===== src/utt_pkg.sv =====
package utt_pkg;

  localparam int TIMERS = 2;

  // Register page in which both timers live.
  localparam logic [7:0] SFR_PAGE = 8'h10;

  // Control register address of each timer; the other registers follow it.
  localparam logic [7:0] TMR_BASE [0:TIMERS-1] = '{8'h91, 8'hc8};
  localparam logic [7:0] OFF_CTL = 8'h00;
  localparam logic [7:0] OFF_CFG = 8'h01;
  localparam logic [7:0] OFF_CAPL = 8'h02;
  localparam logic [7:0] OFF_CAPH = 8'h03;
  localparam logic [7:0] OFF_CNTL = 8'h04;
  localparam logic [7:0] OFF_CNTH = 8'h05;

  // Only the second timer's control register answers single-bit writes.
  localparam int BIT_TMR = 1;

  // Control register fields.
  localparam int CTL_WRAP = 7;
  localparam int CTL_EXT = 6;
  localparam int CTL_EXT_EDGE_ENABLE = 3;
  localparam int CTL_RUN = 2;
  localparam int CTL_CT = 1;
  localparam int CTL_CPRL = 0;

  // Configuration register fields.
  localparam int CFG_CLK_HI = 4;
  localparam int CFG_CLK_LO = 3;
  localparam int CFG_TOG = 2;
  localparam int CFG_TOE = 1;
  localparam int CFG_DCEN = 0;

  localparam logic [7:0] CTL_RESET = 8'h00;
  localparam logic [7:0] CFG_RESET = 8'h00;
  localparam logic [15:0] CNT_RESET = 16'h0000;
  localparam logic [15:0] CNT_MAX = 16'hffff;
  localparam logic [15:0] CNT_MIN = 16'h0000;
  localparam logic [7:0] RDATA_NONE = 8'h00;

  // Timer clock selections and their system clock divisors.
  typedef enum logic [1:0] {
    UTT_CLK_DIV12 = 2'h0,
    UTT_CLK_DIV1 = 2'h1,
    UTT_CLK_DIV2 = 2'h2,
    UTT_CLK_DIV8 = 2'h3
  } utt_clk_sel_t;

  localparam logic [3:0] DIV12 = 4'hc;
  localparam logic [3:0] DIV1 = 4'h1;
  localparam logic [3:0] DIV2 = 4'h2;
  localparam logic [3:0] DIV8 = 4'h8;
  localparam logic [3:0] PRE_ZERO = 4'h0;
  localparam logic [3:0] PRE_ONE = 4'h1;

  // Byte access request on the special-function register port.
  typedef struct packed {
    logic wr;
    logic rd;
    logic [7:0] page;
    logic [7:0] addr;
    logic [7:0] wdata;
  } utt_sfr_req_t;

  // Single-bit write request; addr selects register base plus bit number.
  typedef struct packed {
    logic wr;
    logic [7:0] page;
    logic [7:0] addr;
    logic val;
  } utt_bit_req_t;

endpackage : utt_pkg


===== src/utt_edge_sync.sv =====
module utt_edge_sync
  import utt_pkg::*;
(
  input wire logic sys_clk, // System clock.
  input wire logic rst, // Synchronous reset, active high.
  input wire logic pin_in, // Raw external control level.
  output logic level, // Synchronised level.
  output logic fall // One-cycle pulse on a high-to-low change.
);

  logic meta_reg, meta_next;
  logic sync_reg, sync_next;
  logic prev_reg, prev_next;

  // Resetting to high makes a pin that is low at release look like a falling edge.
  always_comb begin
    meta_next = pin_in;
    sync_next = meta_reg;
    prev_next = sync_reg;
  end

  always_ff @(posedge sys_clk) begin
    if (rst) begin
      meta_reg <= 1'b1;
      sync_reg <= 1'b1;
      prev_reg <= 1'b1;
    end else begin
      meta_reg <= meta_next;
      sync_reg <= sync_next;
      prev_reg <= prev_next;
    end
  end

  assign level = sync_reg;
  assign fall = prev_reg & ~sync_reg;

endmodule // utt_edge_sync


===== src/utt_prescaler.sv =====
module utt_prescaler
  import utt_pkg::*;
(
  input wire logic sys_clk, // System clock.
  input wire logic rst, // Synchronous reset, active high.
  input wire utt_clk_sel_t sel, // Timer clock selection.
  output logic tick // One-cycle timer clock pulse.
);

  logic [3:0] cnt_reg, cnt_next;
  logic [3:0] div;

  always_comb begin
    case (sel)
      UTT_CLK_DIV1: div = DIV1;
      UTT_CLK_DIV2: div = DIV2;
      UTT_CLK_DIV8: div = DIV8;
      default: div = DIV12;
    endcase
    // A change of divisor may cut one period short; the count carries on and wraps at once if it has reached the new end.
    if (cnt_reg + PRE_ONE >= div) begin
      cnt_next = PRE_ZERO;
    end else begin
      cnt_next = cnt_reg + PRE_ONE;
    end
  end

  always_ff @(posedge sys_clk) begin
    if (rst) begin
      cnt_reg <= PRE_ZERO;
    end else begin
      cnt_reg <= cnt_next;
    end
  end

  assign tick = (cnt_reg + PRE_ONE >= div);

endmodule // utt_prescaler


===== src/utt_top.sv =====
// Overview of operation
// Wrap inverts toggle state, square wave out.
// Down reload: match capture, load 0xFFFF.
// Up reload: past 0xFFFF loads capture pair.
// Software clears mode bits for square wave.
// Pin driven only while output enable set.
// Software picks clock and reload for rate.
// No toggling before run bit set.
// Toggle bit reads level, write forces it.
// Wrap flag bit 7 on every wrap.
// Wrap flag requests interrupt, software clears.
// Ext flag bit 6 on edge capture/reload.
// Software writes zero to bits 5:4.
// Ext enable low ignores control input; its falling edges still count while the count source bit is set.
// Capture mode edge copies counter to pair.
// Reload mode edge reloads, sets ext flag.
// Direction enable: input level picks direction; here only in reload mode with ext enable set, capture counts down.
// Control registers reset zero, page 0x10.
// Run bit low stops, high counts.
// Select bit: 0 reload, 1 capture.
// Count source bit counts input falling edges.
// Forced toggle write wins next edge.
// Control input synchronised, edges detected.
module utt_top
  import utt_pkg::*;
(
  input wire logic sys_clk, // System clock, 25 MHz.
  input wire logic rst, // Synchronous reset, active high.
  input wire utt_sfr_req_t sfr_req, // Byte register access.
  input wire utt_bit_req_t bit_req, // Single-bit register write.
  output logic [7:0] sfr_rdata, // Read data, one cycle after rd.
  input wire logic ext_control_input_a, // External control input, timer a.
  input wire logic ext_control_input_b, // External control input, timer b.
  output logic toggle_out_pin_a, // Toggle output, timer a.
  output logic toggle_out_oe_a, // Output enable, timer a.
  output logic toggle_out_pin_b, // Toggle output, timer b.
  output logic toggle_out_oe_b, // Output enable, timer b.
  output logic wrap_irq_a, // Wrap flag level, timer a.
  output logic wrap_irq_b // Wrap flag level, timer b.
);

  logic [7:0] ctl_reg [0:TIMERS-1];
  logic [7:0] ctl_next [0:TIMERS-1];
  logic [7:0] cfg_reg [0:TIMERS-1];
  logic [7:0] cfg_next [0:TIMERS-1];
  logic [15:0] cap_reg [0:TIMERS-1];
  logic [15:0] cap_next [0:TIMERS-1];
  logic [15:0] cnt_reg [0:TIMERS-1];
  logic [15:0] cnt_next [0:TIMERS-1];
  logic [7:0] rdata_reg, rdata_next;
  logic [TIMERS-1:0] ex_level, ex_fall, pre_tick, tick, down, ext_trig, wrap;
  logic [TIMERS-1:0] wr_ctl, wr_cfg, wr_capl, wr_caph, wr_cntl, wr_cnth, wr_bit;
  logic [TIMERS-1:0] ext_pins;
  logic page_ok, bit_page_ok;

  assign ext_pins = {ext_control_input_b, ext_control_input_a};
  assign page_ok = (sfr_req.page == SFR_PAGE);
  assign bit_page_ok = (bit_req.page == SFR_PAGE);

  for (genvar g = 0; g < TIMERS; g++) begin : g_tmr
    utt_edge_sync u_sync (
      .sys_clk(sys_clk),
      .rst(rst),
      .pin_in(ext_pins[g]),
      .level(ex_level[g]),
      .fall(ex_fall[g])
    );
    utt_prescaler u_pre (
      .sys_clk(sys_clk),
      .rst(rst),
      .sel(utt_clk_sel_t'(cfg_reg[g][CFG_CLK_HI:CFG_CLK_LO])),
      .tick(pre_tick[g])
    );
  end

  always_comb begin
    for (int t = 0; t < TIMERS; t++) begin
      wr_ctl[t] = sfr_req.wr & page_ok & (sfr_req.addr == TMR_BASE[t] + OFF_CTL);
      wr_cfg[t] = sfr_req.wr & page_ok & (sfr_req.addr == TMR_BASE[t] + OFF_CFG);
      wr_capl[t] = sfr_req.wr & page_ok & (sfr_req.addr == TMR_BASE[t] + OFF_CAPL);
      wr_caph[t] = sfr_req.wr & page_ok & (sfr_req.addr == TMR_BASE[t] + OFF_CAPH);
      wr_cntl[t] = sfr_req.wr & page_ok & (sfr_req.addr == TMR_BASE[t] + OFF_CNTL);
      wr_cnth[t] = sfr_req.wr & page_ok & (sfr_req.addr == TMR_BASE[t] + OFF_CNTH);
      wr_bit[t] = (t == BIT_TMR) & bit_req.wr & bit_page_ok &
                  (bit_req.addr[7:3] == TMR_BASE[t][7:3]);
    end
  end

  // Counting, events and register writes for every timer.
  always_comb begin
    for (int t = 0; t < TIMERS; t++) begin
      ctl_next[t] = ctl_reg[t];
      cfg_next[t] = cfg_reg[t];
      cap_next[t] = cap_reg[t];
      cnt_next[t] = cnt_reg[t];
      wrap[t] = 1'b0;
      // Count edges come from the pin or from the prescaler, only while running.
      tick[t] = ctl_reg[t][CTL_RUN] &
                (ctl_reg[t][CTL_CT] ? ex_fall[t] : pre_tick[t]);
      // Capture mode counts down whenever direction enable is set.
      down[t] = cfg_reg[t][CFG_DCEN] & (ctl_reg[t][CTL_CPRL] |
                (ctl_reg[t][CTL_EXT_EDGE_ENABLE] & ~ex_level[t]));
      ext_trig[t] = ctl_reg[t][CTL_EXT_EDGE_ENABLE] & ex_fall[t] &
                    (ctl_reg[t][CTL_CPRL] | ~cfg_reg[t][CFG_DCEN]);
      if (tick[t]) begin
        if (down[t]) begin
          if (ctl_reg[t][CTL_CPRL] ? (cnt_reg[t] == CNT_MIN) : (cnt_reg[t] == cap_reg[t])) begin
            cnt_next[t] = CNT_MAX;
            wrap[t] = 1'b1;
          end else begin
            cnt_next[t] = cnt_reg[t] - 16'h0001;
          end
        end else if (cnt_reg[t] == CNT_MAX) begin
          cnt_next[t] = ctl_reg[t][CTL_CPRL] ? CNT_MIN : cap_reg[t];
          wrap[t] = 1'b1;
        end else begin
          cnt_next[t] = cnt_reg[t] + 16'h0001;
        end
      end
      if (ext_trig[t]) begin
        if (ctl_reg[t][CTL_CPRL]) begin
          cap_next[t] = cnt_reg[t];
        end else begin
          cnt_next[t] = cap_reg[t];
        end
      end
      cfg_next[t][CFG_TOG] = cfg_reg[t][CFG_TOG] ^ wrap[t];
      // Flags: a hardware set in the cycle of a software clear still sets.
      if (wr_ctl[t]) begin
        ctl_next[t] = sfr_req.wdata;
      end else if (wr_bit[t]) begin
        ctl_next[t][bit_req.addr[2:0]] = bit_req.val;
      end
      ctl_next[t][CTL_WRAP] = ctl_next[t][CTL_WRAP] | wrap[t];
      ctl_next[t][CTL_EXT] = ctl_next[t][CTL_EXT] | ext_trig[t];
      if (wr_cfg[t]) begin
        cfg_next[t] = sfr_req.wdata;
      end
      if (wr_capl[t]) begin
        cap_next[t][7:0] = sfr_req.wdata;
      end
      if (wr_caph[t]) begin
        cap_next[t][15:8] = sfr_req.wdata;
      end
      if (wr_cntl[t]) begin
        cnt_next[t][7:0] = sfr_req.wdata;
      end
      if (wr_cnth[t]) begin
        cnt_next[t][15:8] = sfr_req.wdata;
      end
    end
  end

  always_ff @(posedge sys_clk) begin
    for (int t = 0; t < TIMERS; t++) begin
      if (rst) begin
        ctl_reg[t] <= CTL_RESET;
        cfg_reg[t] <= CFG_RESET;
        cap_reg[t] <= CNT_RESET;
        cnt_reg[t] <= CNT_RESET;
      end else begin
        ctl_reg[t] <= ctl_next[t];
        cfg_reg[t] <= cfg_next[t];
        cap_reg[t] <= cap_next[t];
        cnt_reg[t] <= cnt_next[t];
      end
    end
  end

  // Read data is registered; an unmapped address or page reads zero.
  always_comb begin
    rdata_next = RDATA_NONE;
    if (sfr_req.rd & page_ok) begin
      for (int t = 0; t < TIMERS; t++) begin
        if (sfr_req.addr == TMR_BASE[t] + OFF_CTL) rdata_next = ctl_reg[t];
        if (sfr_req.addr == TMR_BASE[t] + OFF_CFG) rdata_next = cfg_reg[t];
        if (sfr_req.addr == TMR_BASE[t] + OFF_CAPL) rdata_next = cap_reg[t][7:0];
        if (sfr_req.addr == TMR_BASE[t] + OFF_CAPH) rdata_next = cap_reg[t][15:8];
        if (sfr_req.addr == TMR_BASE[t] + OFF_CNTL) rdata_next = cnt_reg[t][7:0];
        if (sfr_req.addr == TMR_BASE[t] + OFF_CNTH) rdata_next = cnt_reg[t][15:8];
      end
    end
  end

  always_ff @(posedge sys_clk) begin
    if (rst) begin
      rdata_reg <= RDATA_NONE;
    end else begin
      rdata_reg <= rdata_next;
    end
  end

  assign sfr_rdata = rdata_reg;
  assign toggle_out_pin_a = cfg_reg[0][CFG_TOE] & cfg_reg[0][CFG_TOG];
  assign toggle_out_oe_a = cfg_reg[0][CFG_TOE];
  assign toggle_out_pin_b = cfg_reg[1][CFG_TOE] & cfg_reg[1][CFG_TOG];
  assign toggle_out_oe_b = cfg_reg[1][CFG_TOE];
  assign wrap_irq_a = ctl_reg[0][CTL_WRAP];
  assign wrap_irq_b = ctl_reg[1][CTL_WRAP];
endmodule // utt_top


===== config.mk =====
export PLATFORM = sky130hd
export DESIGN_NAME = utt_top
export DESIGN_NICKNAME = d
export VERILOG_FILES = /design/src/utt_pkg.sv /design/src/utt_edge_sync.sv /design/src/utt_prescaler.sv /design/src/utt_top.sv
export SDC_FILE = /design/constraint.sdc
export NUM_CORES = 1
export LEC_CHECK = 0
export ABC_CLOCK_PERIOD_IN_PS = 3260
export CAP_MARGIN = 20
export CORE_MARGIN = 3
export CORE_UTILIZATION = 42
export DETAILED_ROUTE_END_ITERATION = 7
export DONT_BUFFER_PORTS = 1
export GPL_TIMING_DRIVEN = 0
export HOLD_SLACK_MARGIN = 0.02
export PLACE_DENSITY = 0.56
export SETUP_SLACK_MARGIN = 0.3
export SLEW_MARGIN = 25
export SYNTH_ARGS = -nofsm -noshare
export SYNTH_HDL_FRONTEND = slang
export SYNTH_SLANG_ARGS = --single-unit

===== constraint.sdc =====
create_clock -name sys_clk -period 3.26 [get_ports sys_clk]
set_input_delay 0.163 -clock sys_clk [delete_from_list [all_inputs] [get_ports sys_clk]]
set_output_delay 0.163 -clock sys_clk [all_outputs]
set_load 0.05 [all_outputs]

==> results.txt, run 1 <==
Run status: finished, final reports clean
Finish-stage setup viols: 0
Register area share after synthesis: 0.257
RSZ-0062 raised after global routing: true
CTS tree: yes
Met1 usage: 0.414
Tot GR Track Use: 0.336
P_int: 2.66 mW
Register bit count reported by yosys: 118
Syn Inst Count: 1,232
Slew HR: 0.321
Area occupied by multi-input gates: 0.00630 mm^2
GP Congestion: 1.02
DP Area: 0.00953 mm^2
Kind of critical path: reg -> reg
Total grt overflow: 0
Syn Std Cell Area: 0.00918 mm^2
Clk root buf: clkbuf_16
PwrDens: 353 mW/mm^2
Crit path time final: 2.90 ns
Post-synth top flop: dfxtp_1
Worst EP arrival: 3.23 ns
Ant. Diodes: 0
Psw: 0.975 mW
HP Class: in -> reg
# port buffers: 0
Switching part of the total power: 0.268
DIE AREA: 0.0237 mm^2
Chip width: 154 um
Initial antenna violation count: 1
Yosys top cell area share: 0.257
Post-Place Setup Slack: -0.00464 ns
Layout Nets: 1,332
Crit path cell chain: clkbuf_4 > inv_1 > ha_2 > or3b_4 > or3_4 > o41a_1 > o21ai_2 > buf_6 > o41ai_1 > o31ai_1
Initial core utilization: 0.433
Avg Cell Area, Syn: 7.45 um^2
Gate power share: 0.060
CTS Buffer Depth: 2
Clock sink count: 118
HPWL after DPL: 29,100 um
Worst Skew: 0.0181 ns
GRT Max-Usage Layer: met2
Most common cell in the synthesized netlist: nor2_1
Startpoint types: flip-flop
GR Util met2: 0.519
Max-slew violation count: 0
Synth cell types: 81
Num CTS Buffers: 17
Crit Path Max Fanout: 10
Area contributors post-synth: dfxtp_1 (26%), nor2_1 (5.6%), mux2i_1 (4.8%)
Htree depth: 4
Clock power frac: 0.540
Clock Latency Late Sink: 0.45 ns
First-pass GRT wire length: 61,100 um
FFs w/ async S/R, synth: 0
Sequential share of power: 0.401
Synthesis Warnings: 0
Top post-synthesis cells by count: nor2_1 (138), dfxtp_1 (118), clkbuf_1 (93)
Post-synth EDFFs: 0
Largest area contributor in the netlist: dfxtp_1
Die Ht: 154 um
Worst slew pin tran: 1.02 ns
Post-route ant nets: 0
Largest net degree at the start of global routing: 17
Remaining DRCs: 0
Max Cap Violations: 0
CP max stage delay: 0.41 ns
Fill cells: 2,132
Vias in the first global route: 9,898
Vias: 10,500
Final WL: 41,000 um
Core area: 0.0212 mm^2
DR WL/cell: 26.4 um
Area taken by flip-flops and latches: 0.00236 mm^2
Worst EP required: 3.59 ns
Vias per cell: 6.77
Power after layout: 3.64 mW
VDD IR max: 278 uV
Share of layout cells above drive strength 1: 0.0807
Period utilisation layout: 0.890
Fin. Hold Viols: 0
Post-synth net total: 1,300
CP endpoint kind: flip-flop
LEAKAGE: 3.59 nW
Grt met3 use: 0.0887
Router iterations before antenna repair: 6
Design Area, Final: 0.0103 mm^2
Max Freq: 345 MHz
P&R area growth vs syn: 12.2%
Standard-cell rows: 53
Io pins: 62
Slowest-stage cell, CP: or3b_4
Reg clk slew, reported paths: 0.06 ns
Worst setup margin: 0.360 ns
DRT iter0 DRCs: 1,349
[layout by cell type, fill, tap and decap left out, drive strengths merged, types with 11 or more instances in the layout]
master         n
and2          12
dlygate4sd3   11
or3           16
a21o          11
nand2         90
nand4         20
o211ai        16
o22ai         17
inv           32
ha            20
mux2i         44
nor3          45
and3          12
dfxtp        118
xnor2         22
o21ai         45
nor2b         15
nor4          30
nand3         56
xor2          37
or4           12
clkbuf       109
a31oi         11
or2           14
nor2         138
buf           21
a311oi        22
a21oi         75
a211oi        36
[power by group through the flow]
stage	Clock, mW	Combinational, mW	Sequential [mW]
floorplan	0	0.120	1.49
global placement	0	0.190	1.49
detailed placement	0	0.191	1.49
CTS	1.97	0.208	1.46
global route	2.02	0.226	1.46
finish	1.96	0.217	1.46
[worst paths after layout]
kind | from | endpoint | slack [ns] | cells past startpoint
setup reg to reg | cnt_reg[1][0] | cnt_reg[1][5] | 0.36 | 10
hold / removal | bit_req[2] | ctl_reg[1][4] | 0.01 | 3
setup / recovery | cnt_reg[1][0] | cnt_reg[1][5] | 0.36 | 10
hold reg to reg | g_tmr[0].u_sync.meta_reg | g_tmr[0].u_sync.level | 0.41 | 1
[critical path: cells and delay by family, from the launching register on]
family / cells / cell delay, ns
adder cells (fa/ha/maj): 1 / 0.20
AO/OA/AOI/OAI: 4 / 0.93
flip-flops: 1 / 0.33
AND/OR/NAND/NOR: 2 / 0.80
buffers and inverters: 3 / 0.51
[routing by layer]
metal / up-vias / part of all wire / routed length (um)
met3: 231 / 0.11 / 4450
met2: 776 / 0.44 / 17900
met1: 4830 / 0.38 / 15700
met4: 4 / 0.072 / 2970
li1: 4669 / - / -
met5: - / 0.00063 / 26
[metrics by stage]
step | hold slack [ns] | TNS [ns] | util | instances
2_1_floorplan | 0.267 | 0 | - | 1232
3_3_place_gp | 0.269 | -0.00829 | 0.449 | 1507
3_5_place_dp | 0.269 | -0.00464 | 0.449 | 1507
4_1_cts | 0.0236 | 0 | 0.484 | 1552
5_1_grt | 0.0269 | 0 | 0.485 | 1552
6_report | 0.0148 | 0 | 0.485 | 1552
[cell type report]
cell class                      count  area share
Buffer                            110      0.0446
Clock buffer                       18      0.0426
Clock inverter                     14      0.0147
Inverter                           31      0.0113
Multi-Input combinational cell    973       0.612
Sequential cell                   118       0.229
Tap cell                          275      0.0334
Timing Repair Buffer               13      0.0121
[logic make-up (layout without fill, tap and decap cells)]
logic type,count (synthesis),in the layout,share of synthesized area
AOI/OAI and AO/OA,327,327,0.250
xor gates and xnor gates,59,59,0.0563
adders and majority gates,20,20,0.0273
buffers and inverters,141,186,0.0606
DFF,118,118,0.257
muxes,54,54,0.0602
and+or+nand+nor,513,513,0.288
[repair_timing]
| item | CTS | global route |
|---|---|---|
| gates resized for setup | 14 | 23 |
| hold buffers | 11 | 0 |
| cloned | 1 | 0 |
| buffers inserted | 1 | 0 |
| endpoints found under the hold margin | 18 | 0 |
| endpoints found under the setup margin | 30 | 25 |
| pin swaps | 1 | 1 |
No activity file was read; power rests on OpenSTA's default activity.
==> inputs of run 2 (changes only) <==
--- a/config.mk
+++ b/config.mk
@@ -6,14 +6,15 @@
 export NUM_CORES = 1
 export LEC_CHECK = 0
 export ABC_CLOCK_PERIOD_IN_PS = 3260
+export BUFFER_PORTS_ARGS = -buffer_cell sky130_fd_sc_hd__buf_4
 export CAP_MARGIN = 20
 export CORE_MARGIN = 3
 export CORE_UTILIZATION = 42
 export DETAILED_ROUTE_END_ITERATION = 7
-export DONT_BUFFER_PORTS = 1
 export GPL_TIMING_DRIVEN = 0
 export HOLD_SLACK_MARGIN = 0.02
-export PLACE_DENSITY = 0.56
+export PLACE_DENSITY = 0.59
+export RECOVER_POWER = 25
 export SETUP_SLACK_MARGIN = 0.3
 export SLEW_MARGIN = 25
 export SYNTH_ARGS = -nofsm -noshare
==> run 2 against run 1 <==
Combinational power increased by 19%; wire length increased by 0.25%; clock power increased by 7%; via count increased by 0.42%; worst setup slack got worse by 0.047 ns; largest power group unchanged; non-clock buffer count increased by 52; hold slack improved by 0.068 ns; sequential cell count unchanged; die area unchanged; sequential power about the same; final cell count increased by 3.4%; utilization increased by 1.7 points.
==> results.txt, run 2 (synthesis gave the netlist of run 1 again) <==
P&R area growth vs syn: 16.2%
Commonest non-fill, non-tap cell in the layout: nor2_1
Vias: 10,600 (+0.42%)
Largest net degree at the start of global routing: 17 (unchanged)
Initial core utilization: 0.433 (unchanged)
Run status: finished, final reports clean
Max Freq: 339 MHz (-1.6%)
Most used cell, CP: ha_1
# port buffers: 60 (+60)
Cell family with most CP delay: compound AO/OA/AOI/OAI gates
First-pass GRT wire length: 61,900 um (+1.3%)
Buffers & Inverters on Critical Path: 2 (-1)
Fin cells: 1,604 (+3.4%)
CP endpoint kind: flip-flop
Power after layout: 3.82 mW (+4.9%)
Num CTS Buffers: 17 (unchanged)
Tot GR Track Use: 0.338 (+0.00246)
M1 WL: 15,800 um (+0.85%)
Chip width: 154 um (unchanged)
LEAKAGE: 3.80 nW (+5.9%)
CP max stage delay: 0.49 ns (+0.08 ns)
Worst setup path end: cnt_reg[1][8]
Area occupied by multi-input gates: 0.00632 mm^2 (+0.18%)
Crit path time final: 2.95 ns (+0.0469 ns)
Router iterations before antenna repair: 6 (unchanged)
Placed cells: 1,567 (+4.0%)
Clk root buf: clkbuf_16
DRT iter0 DRCs: 1,223 (-9.3%)
Area taken by flip-flops and latches: 0.00236 mm^2 (unchanged)
DIE AREA: 0.0237 mm^2 (unchanged)
Worst EP required: 3.54 ns (-0.05 ns)
CTS Buffer Depth: 2 (unchanged)
Reg clk slew, reported paths: 0.06 ns (about the same)
Max Cap Violations: 0 (unchanged)
Number of cells on the worst reg-to-reg path: 10 (unchanged)
Period utilisation layout: 0.904 (+0.0144)
Vias in the first global route: 10,100 (+1.9%)
Met2 WL post-DR: 18,000 um (+0.62%)
Worst Skew: 0.00983 ns (-0.00822 ns)
HPWL after DPL: 29,600 um (+1.9%)
Clock Latency Late Sink: 0.44 ns (about the same)
Die Ht: 154 um (unchanged)
Vias per cell: 6.58 (-2.8%)
RR Startpoint: cfg_reg[1][3]
VDD IR max: 324 uV (+16%)
Standard-cell rows: 53 (unchanged)
Core area: 0.0212 mm^2 (unchanged)
PwrDens: 358 mW/mm^2 (+1.3%)
Initial antenna violation count: 0 (-1)
Crit Path Max Fanout: 10 (unchanged)
Io pins: 62 (unchanged)
Worst slew pin tran: 0.991 ns (-0.0268 ns)
DR top layer: met4
Slowest-stage cell, CP: nor2_2
RSZ-0062 raised after global routing: true
Layout Nets: 1,384 (+3.9%)
R2R setup slack: 0.31 ns (-0.05 ns)
Crit path depth: 10 (unchanged)
Max-slew violation count: 0 (unchanged)
Kind of critical path: reg -> reg
Crit path cell chain: inv_1 > ha_1 > ha_1 > o21ba_2 > o21ai_1 > nor2_2 > clkbuf_2 > nand4_1 > a21oi_1 > o32ai_2
Fin. Hold Viols: 0 (unchanged)
Commonest non-fill, non-tap cells in the layout: nor2_1 (136), dfxtp_1 (118), clkbuf_1 (103), nand2_1 (90), a21oi_1 (74)
Ant. Diodes: 0 (unchanged)
DR WL/cell: 25.6 um (-3.0%)
FF-to-FF End: cnt_reg[1][8]
Finish-stage setup viols: 0 (unchanged)
Startpoint types: flip-flop
Share of layout cells above drive strength 1: 0.108 (+0.0277)
Worst EP arrival: 3.23 ns (about the same)
Clock sink count: 118 (unchanged)
GP Congestion: 0.998 (-2.1%)
Remaining DRCs: 0 (unchanged)
Htree depth: 4 (unchanged)
Total grt overflow: 0 (unchanged)
HP Class: in -> reg
Slew HR: 0.333 (+0.0118)
Met3 Wirelength: 3880 um (-13%)
CTS tree: yes
CP Launch Point: cfg_reg[1][3]
Final WL: 41,100 um (+0.25%)
Fill cells: 2,179 (+2.2%)
Post-route ant nets: 0 (unchanged)
==> run 2: where the power goes <==
group	leakage (nW)	internal, mW	total, mW	switching [mW]
clock network	0.299	1.32	2.10	0.780
registers	0.952	1.45	1.46	0.00577
logic	2.54	0.0887	0.258	0.170
total	3.80	2.86	3.82	0.955
==> run 2: worst min path at each step <==
stage / from / end / cells after the start
6_report: sfr_req[0] / cap_reg[1][8] / 3
5_1_grt: sfr_req[0] / cap_reg[0][0] / 3
4_1_cts: sfr_req[0] / cap_reg[1][8] / 3
3_5_place_dp: ext_control_input_a / g_tmr[0].u_sync.meta_reg / 2
3_3_place_gp: ext_control_input_a / g_tmr[0].u_sync.meta_reg / 2
2_1_floorplan: ext_control_input_a / g_tmr[0].u_sync.meta_reg / 1
==> run 2: tightest hold or removal path, stage by stage <==
cell and delay, ns:
buf_4 0.15, nor2_1 0.11, a311oi_1 0.05
==> run 2: per-stage QoR <==
stage          hold slack (ns)  area, um^2   util  TNS (ns)  setup WS, ns
2_1_floorplan            0.267        9180      -         0         0.541
3_3_place_gp             0.353        9980  0.470    -0.157        -0.113
3_5_place_dp             0.352        9990  0.471    -0.232       -0.0867
4_1_cts                 0.0752       10700  0.504         0         0.307
5_1_grt                 0.0832       10700  0.503         0         0.235
6_report                0.0823       10700  0.503         0         0.313
==> run 2: repair_timing <==
item,4_1_cts,5_1_grt
gates cloned,1,0
endpoints found under the setup margin,31,21
resized for setup,16,16
endpoints found under the hold margin,2,0
pin swaps,2,2
buffers inserted,2,1
hold buffers,2,0
==> run 2: per-layer routing <==
| layer | GRT usage | vias to the layer above |
|---|---|---|
| met5 | 0 | - |
| met4 | 0.228 | 0 |
| met3 | 0.0681 | 237 |
| met2 | 0.530 | 666 |
| met1 | 0.419 | 4885 |
| li1 | - | 4766 |
==> run 2: area by class of cell <==
class / instances / area share
Tap cell: 275 / 0.0323
Buffer: 109 / 0.0426
Clock inverter: 11 / 0.0163
Multi-Input combinational cell: 973 / 0.592
Clock buffer: 21 / 0.0432
Timing Repair Buffer: 66 / 0.0414
Sequential cell: 118 / 0.221
Inverter: 31 / 0.0109
==> inputs of run 3 (changes only) <==
--- a/config.mk
+++ b/config.mk
@@ -9,11 +9,11 @@
 export BUFFER_PORTS_ARGS = -buffer_cell sky130_fd_sc_hd__buf_4
 export CAP_MARGIN = 20
 export CORE_MARGIN = 3
-export CORE_UTILIZATION = 42
+export CORE_UTILIZATION = 50
 export DETAILED_ROUTE_END_ITERATION = 7
 export GPL_TIMING_DRIVEN = 0
 export HOLD_SLACK_MARGIN = 0.02
-export PLACE_DENSITY = 0.59
+export PLACE_DENSITY = 0.68
 export RECOVER_POWER = 25
 export SETUP_SLACK_MARGIN = 0.3
 export SLEW_MARGIN = 25
==> run 3 against run 2 <==
Final area decreased by 1.1%; register-to-register slack gained 0.09 ns; utilization up 9.5 points; critical path type unchanged.
==> results.txt, run 3 (synthesis gave the netlist of run 1 again) <==
DIE AREA: 0.0200 mm^2 (-15%)
Largest net degree at the start of global routing: 17 (unchanged)
# port buffers: 60 (unchanged)
Post-route ant nets: 0 (unchanged)
Standard-cell rows: 48 (-9.4%)
DR WL/cell: 25.5 um (-0.67%)
Vias per cell: 6.93 (+5.3%)
Vias in the first global route: 9,734 (-3.5%)
P&R area growth vs syn: 14.9%
Layout Utilization: 0.598 (+0.0950)
Worst EP required: 3.60 ns (+0.06 ns)
Period utilisation layout: 0.877 (-0.0269)
Cell family with most CP delay: simple AND/OR/NAND/NOR gates
Clock sink count: 118 (unchanged)
Commonest non-fill, non-tap cell in the layout: nor2_1
Max-slew violation count: 0 (unchanged)
FF-to-FF End: cnt_reg[1][2]
RSZ-0062 raised after global routing: true
Clk root buf: clkbuf_16
Hold Path Depth: 3 (unchanged)
CP endpoint kind: flip-flop
Finish-stage setup viols: 0 (unchanged)
Tot GR Track Use: 0.386 (+0.0482)
CP max stage delay: 0.43 ns (-0.06 ns)
Max Freq: 350 MHz (+3.1%)
PwrDens: 351 mW/mm^2 (-1.9%)
DP Area: 0.00992 mm^2 (-0.63%)
Fin. Hold Viols: 0 (unchanged)
Htree depth: 4 (unchanged)
Layout Nets: 1,382 (-0.14%)
Worst Hold Path EP: cap_reg[0][0]
GP Congestion: 1.05 (+5.0%)
Core area: 0.0177 mm^2 (-17%)
Run status: finished, final reports clean
Share of layout cells above drive strength 1: 0.108 (-0.000590)
Fill cells: 1,731 (-21%)
Worst slew pin tran: 1.05 ns (+0.0572 ns)
Buffers & Inverters on Critical Path: 3 (+1)
Crit path cell chain: clkbuf_2 > inv_1 > ha_1 > or3b_4 > or3_4 > o41a_1 > o21ai_2 > clkbuf_4 > nor3_1 > o41ai_2
VDD IR max: 466 uV (+44%)
Max Cap Violations: 0 (unchanged)
Router iterations before antenna repair: 6 (unchanged)
Die Ht: 142 um (-8.0%)
Slowest-stage cell, CP: or3b_4
RR Startpoint: cnt_reg[1][1]
Design Area, Final: 0.0106 mm^2 (-1.1%)
Ant. Diodes: 0 (unchanged)
R2R setup slack: 0.40 ns (+0.09 ns)
Number of cells on the worst reg-to-reg path: 10 (unchanged)
Reg clk slew, reported paths: 0.07 ns (about the same)
Startpoint types: flip-flop
Remaining DRCs: 0 (unchanged)
Crit Path Max Fanout: 10 (unchanged)
Num CTS Buffers: 17 (unchanged)
Chip width: 142 um (-8.0%)
CTS tree: yes
Initial antenna violation count: 1 (+1)
Io pins: 62 (unchanged)
Worst Skew: 0.0156 ns (+0.00581 ns)
First-pass GRT wire length: 59,300 um (-4.2%)
Crit path time final: 2.86 ns (-0.0878 ns)
Slew HR: 0.301 (-0.0321)
Total grt overflow: 0 (unchanged)
HP Class: in -> reg
DRT iter0 DRCs: 1,607 (+31%)
Initial core utilization: 0.520 (+0.0873)
Vias: 10,800 (+1.9%)
Kind of critical path: reg -> reg
Clock Latency Late Sink: 0.44 ns (about the same)
CTS Buffer Depth: 2 (unchanged)
Final WL: 39,500 um (-3.9%)
LEAKAGE: 3.78 nW (-0.39%)
Commonest non-fill, non-tap cells in the layout: nor2_1 (136), dfxtp_1 (118), clkbuf_1 (102), nand2_1 (90), a21oi_1 (74)
HPWL after DPL: 28,300 um (-4.3%)
Hold Startpoint: sfr_req[0]
Worst EP arrival: 3.20 ns (-0.03 ns)
[run 3: cell count changes in the layout (fill, tap and decap cells not counted), sizes merged]
cell | before | now
buf | 64 | 60
clkinv | 6 | 5
inv | 29 | 36
clkinvlp | 3 | 2
clkbuf | 130 | 129
bufinv | 4 | 2
[run 3: final cells by class]
class                           instances  area, um^2  area share
Clock buffer                           18         439      0.0416
Tap cell                              225         282      0.0267
Clock inverter                         14         161      0.0153
Inverter                               31         116      0.0110
Sequential cell                       118        2360       0.224
Timing Repair Buffer                   64         429      0.0407
Buffer                                109         449      0.0426
Multi-Input combinational cell        973        6320       0.598
[run 3: worst max-delay path by stage]
stage                                    startpoint              to  slack (ns)  cells past startpoint
final                                 cnt_reg[1][1]   cnt_reg[1][2]        0.40                     10
after global routing                  cnt_reg[1][1]   cnt_reg[1][5]        0.30                     10
after CTS                             cfg_reg[0][3]  cnt_reg[0][13]        0.34                      9
after detailed placement  g_tmr[0].u_pre.cnt_reg[0]  cnt_reg[0][11]       -0.03                      9
after global placement                cfg_reg[1][3]   cnt_reg[1][9]       -0.04                     10
after floorplan                       cnt_reg[1][0]   cfg_reg[1][2]        0.54                     10
[run 3: metrics by stage]
stage	hold WS (ns)	instances	worst slack (ns)	total power [mW]	TNS, ns
2_1_floorplan	0.267	1232	0.541	1.61	0
3_3_place_gp	0.346	1517	-0.0386	1.73	-0.0386
3_5_place_dp	0.352	1517	-0.0309	1.74	-0.0767
4_1_cts	0.0743	1550	0.335	3.68	0
5_1_grt	0.102	1552	0.301	3.76	0
6_report	0.0955	1552	0.400	3.71	0
[run 3: per-layer routing]
layer  part of all wire  routed length (um)  GRT usage  vias to the layer above
li1                   -                   -          -                     4765
met5            0.00030                  12          0                        -
met4              0.040                1600      0.140                        2
met2               0.39               15600      0.535                      879
met3               0.16                6190      0.140                      151
met1               0.41               16100      0.548                     4961
[run 3: tightest hold or removal path, stage by stage]
cell and delay [ns]:
buf_4 0.16, nor2_1 0.11, a311oi_1 0.06
[run 3: power breakdown]
group | internal (mW) | switching, mW | total [mW]
Clock | 1.17 | 0.821 | 1.99
Combinational | 0.0886 | 0.174 | 0.262
Sequential | 1.45 | 0.00564 | 1.46
Total | 2.71 | 1.00 | 3.71
[run 3: what timing repair did]
| item | in CTS | in global routing |
|---|---|---|
| gates cloned | 0 | 1 |
| setup endpoints to repair | 29 | 30 |
| pin swaps | 0 | 1 |
| resized for setup | 10 | 17 |
| endpoints found under the hold margin | 2 | 0 |
| setup buffers | 0 | 1 |
| hold buffers | 2 | 0 |
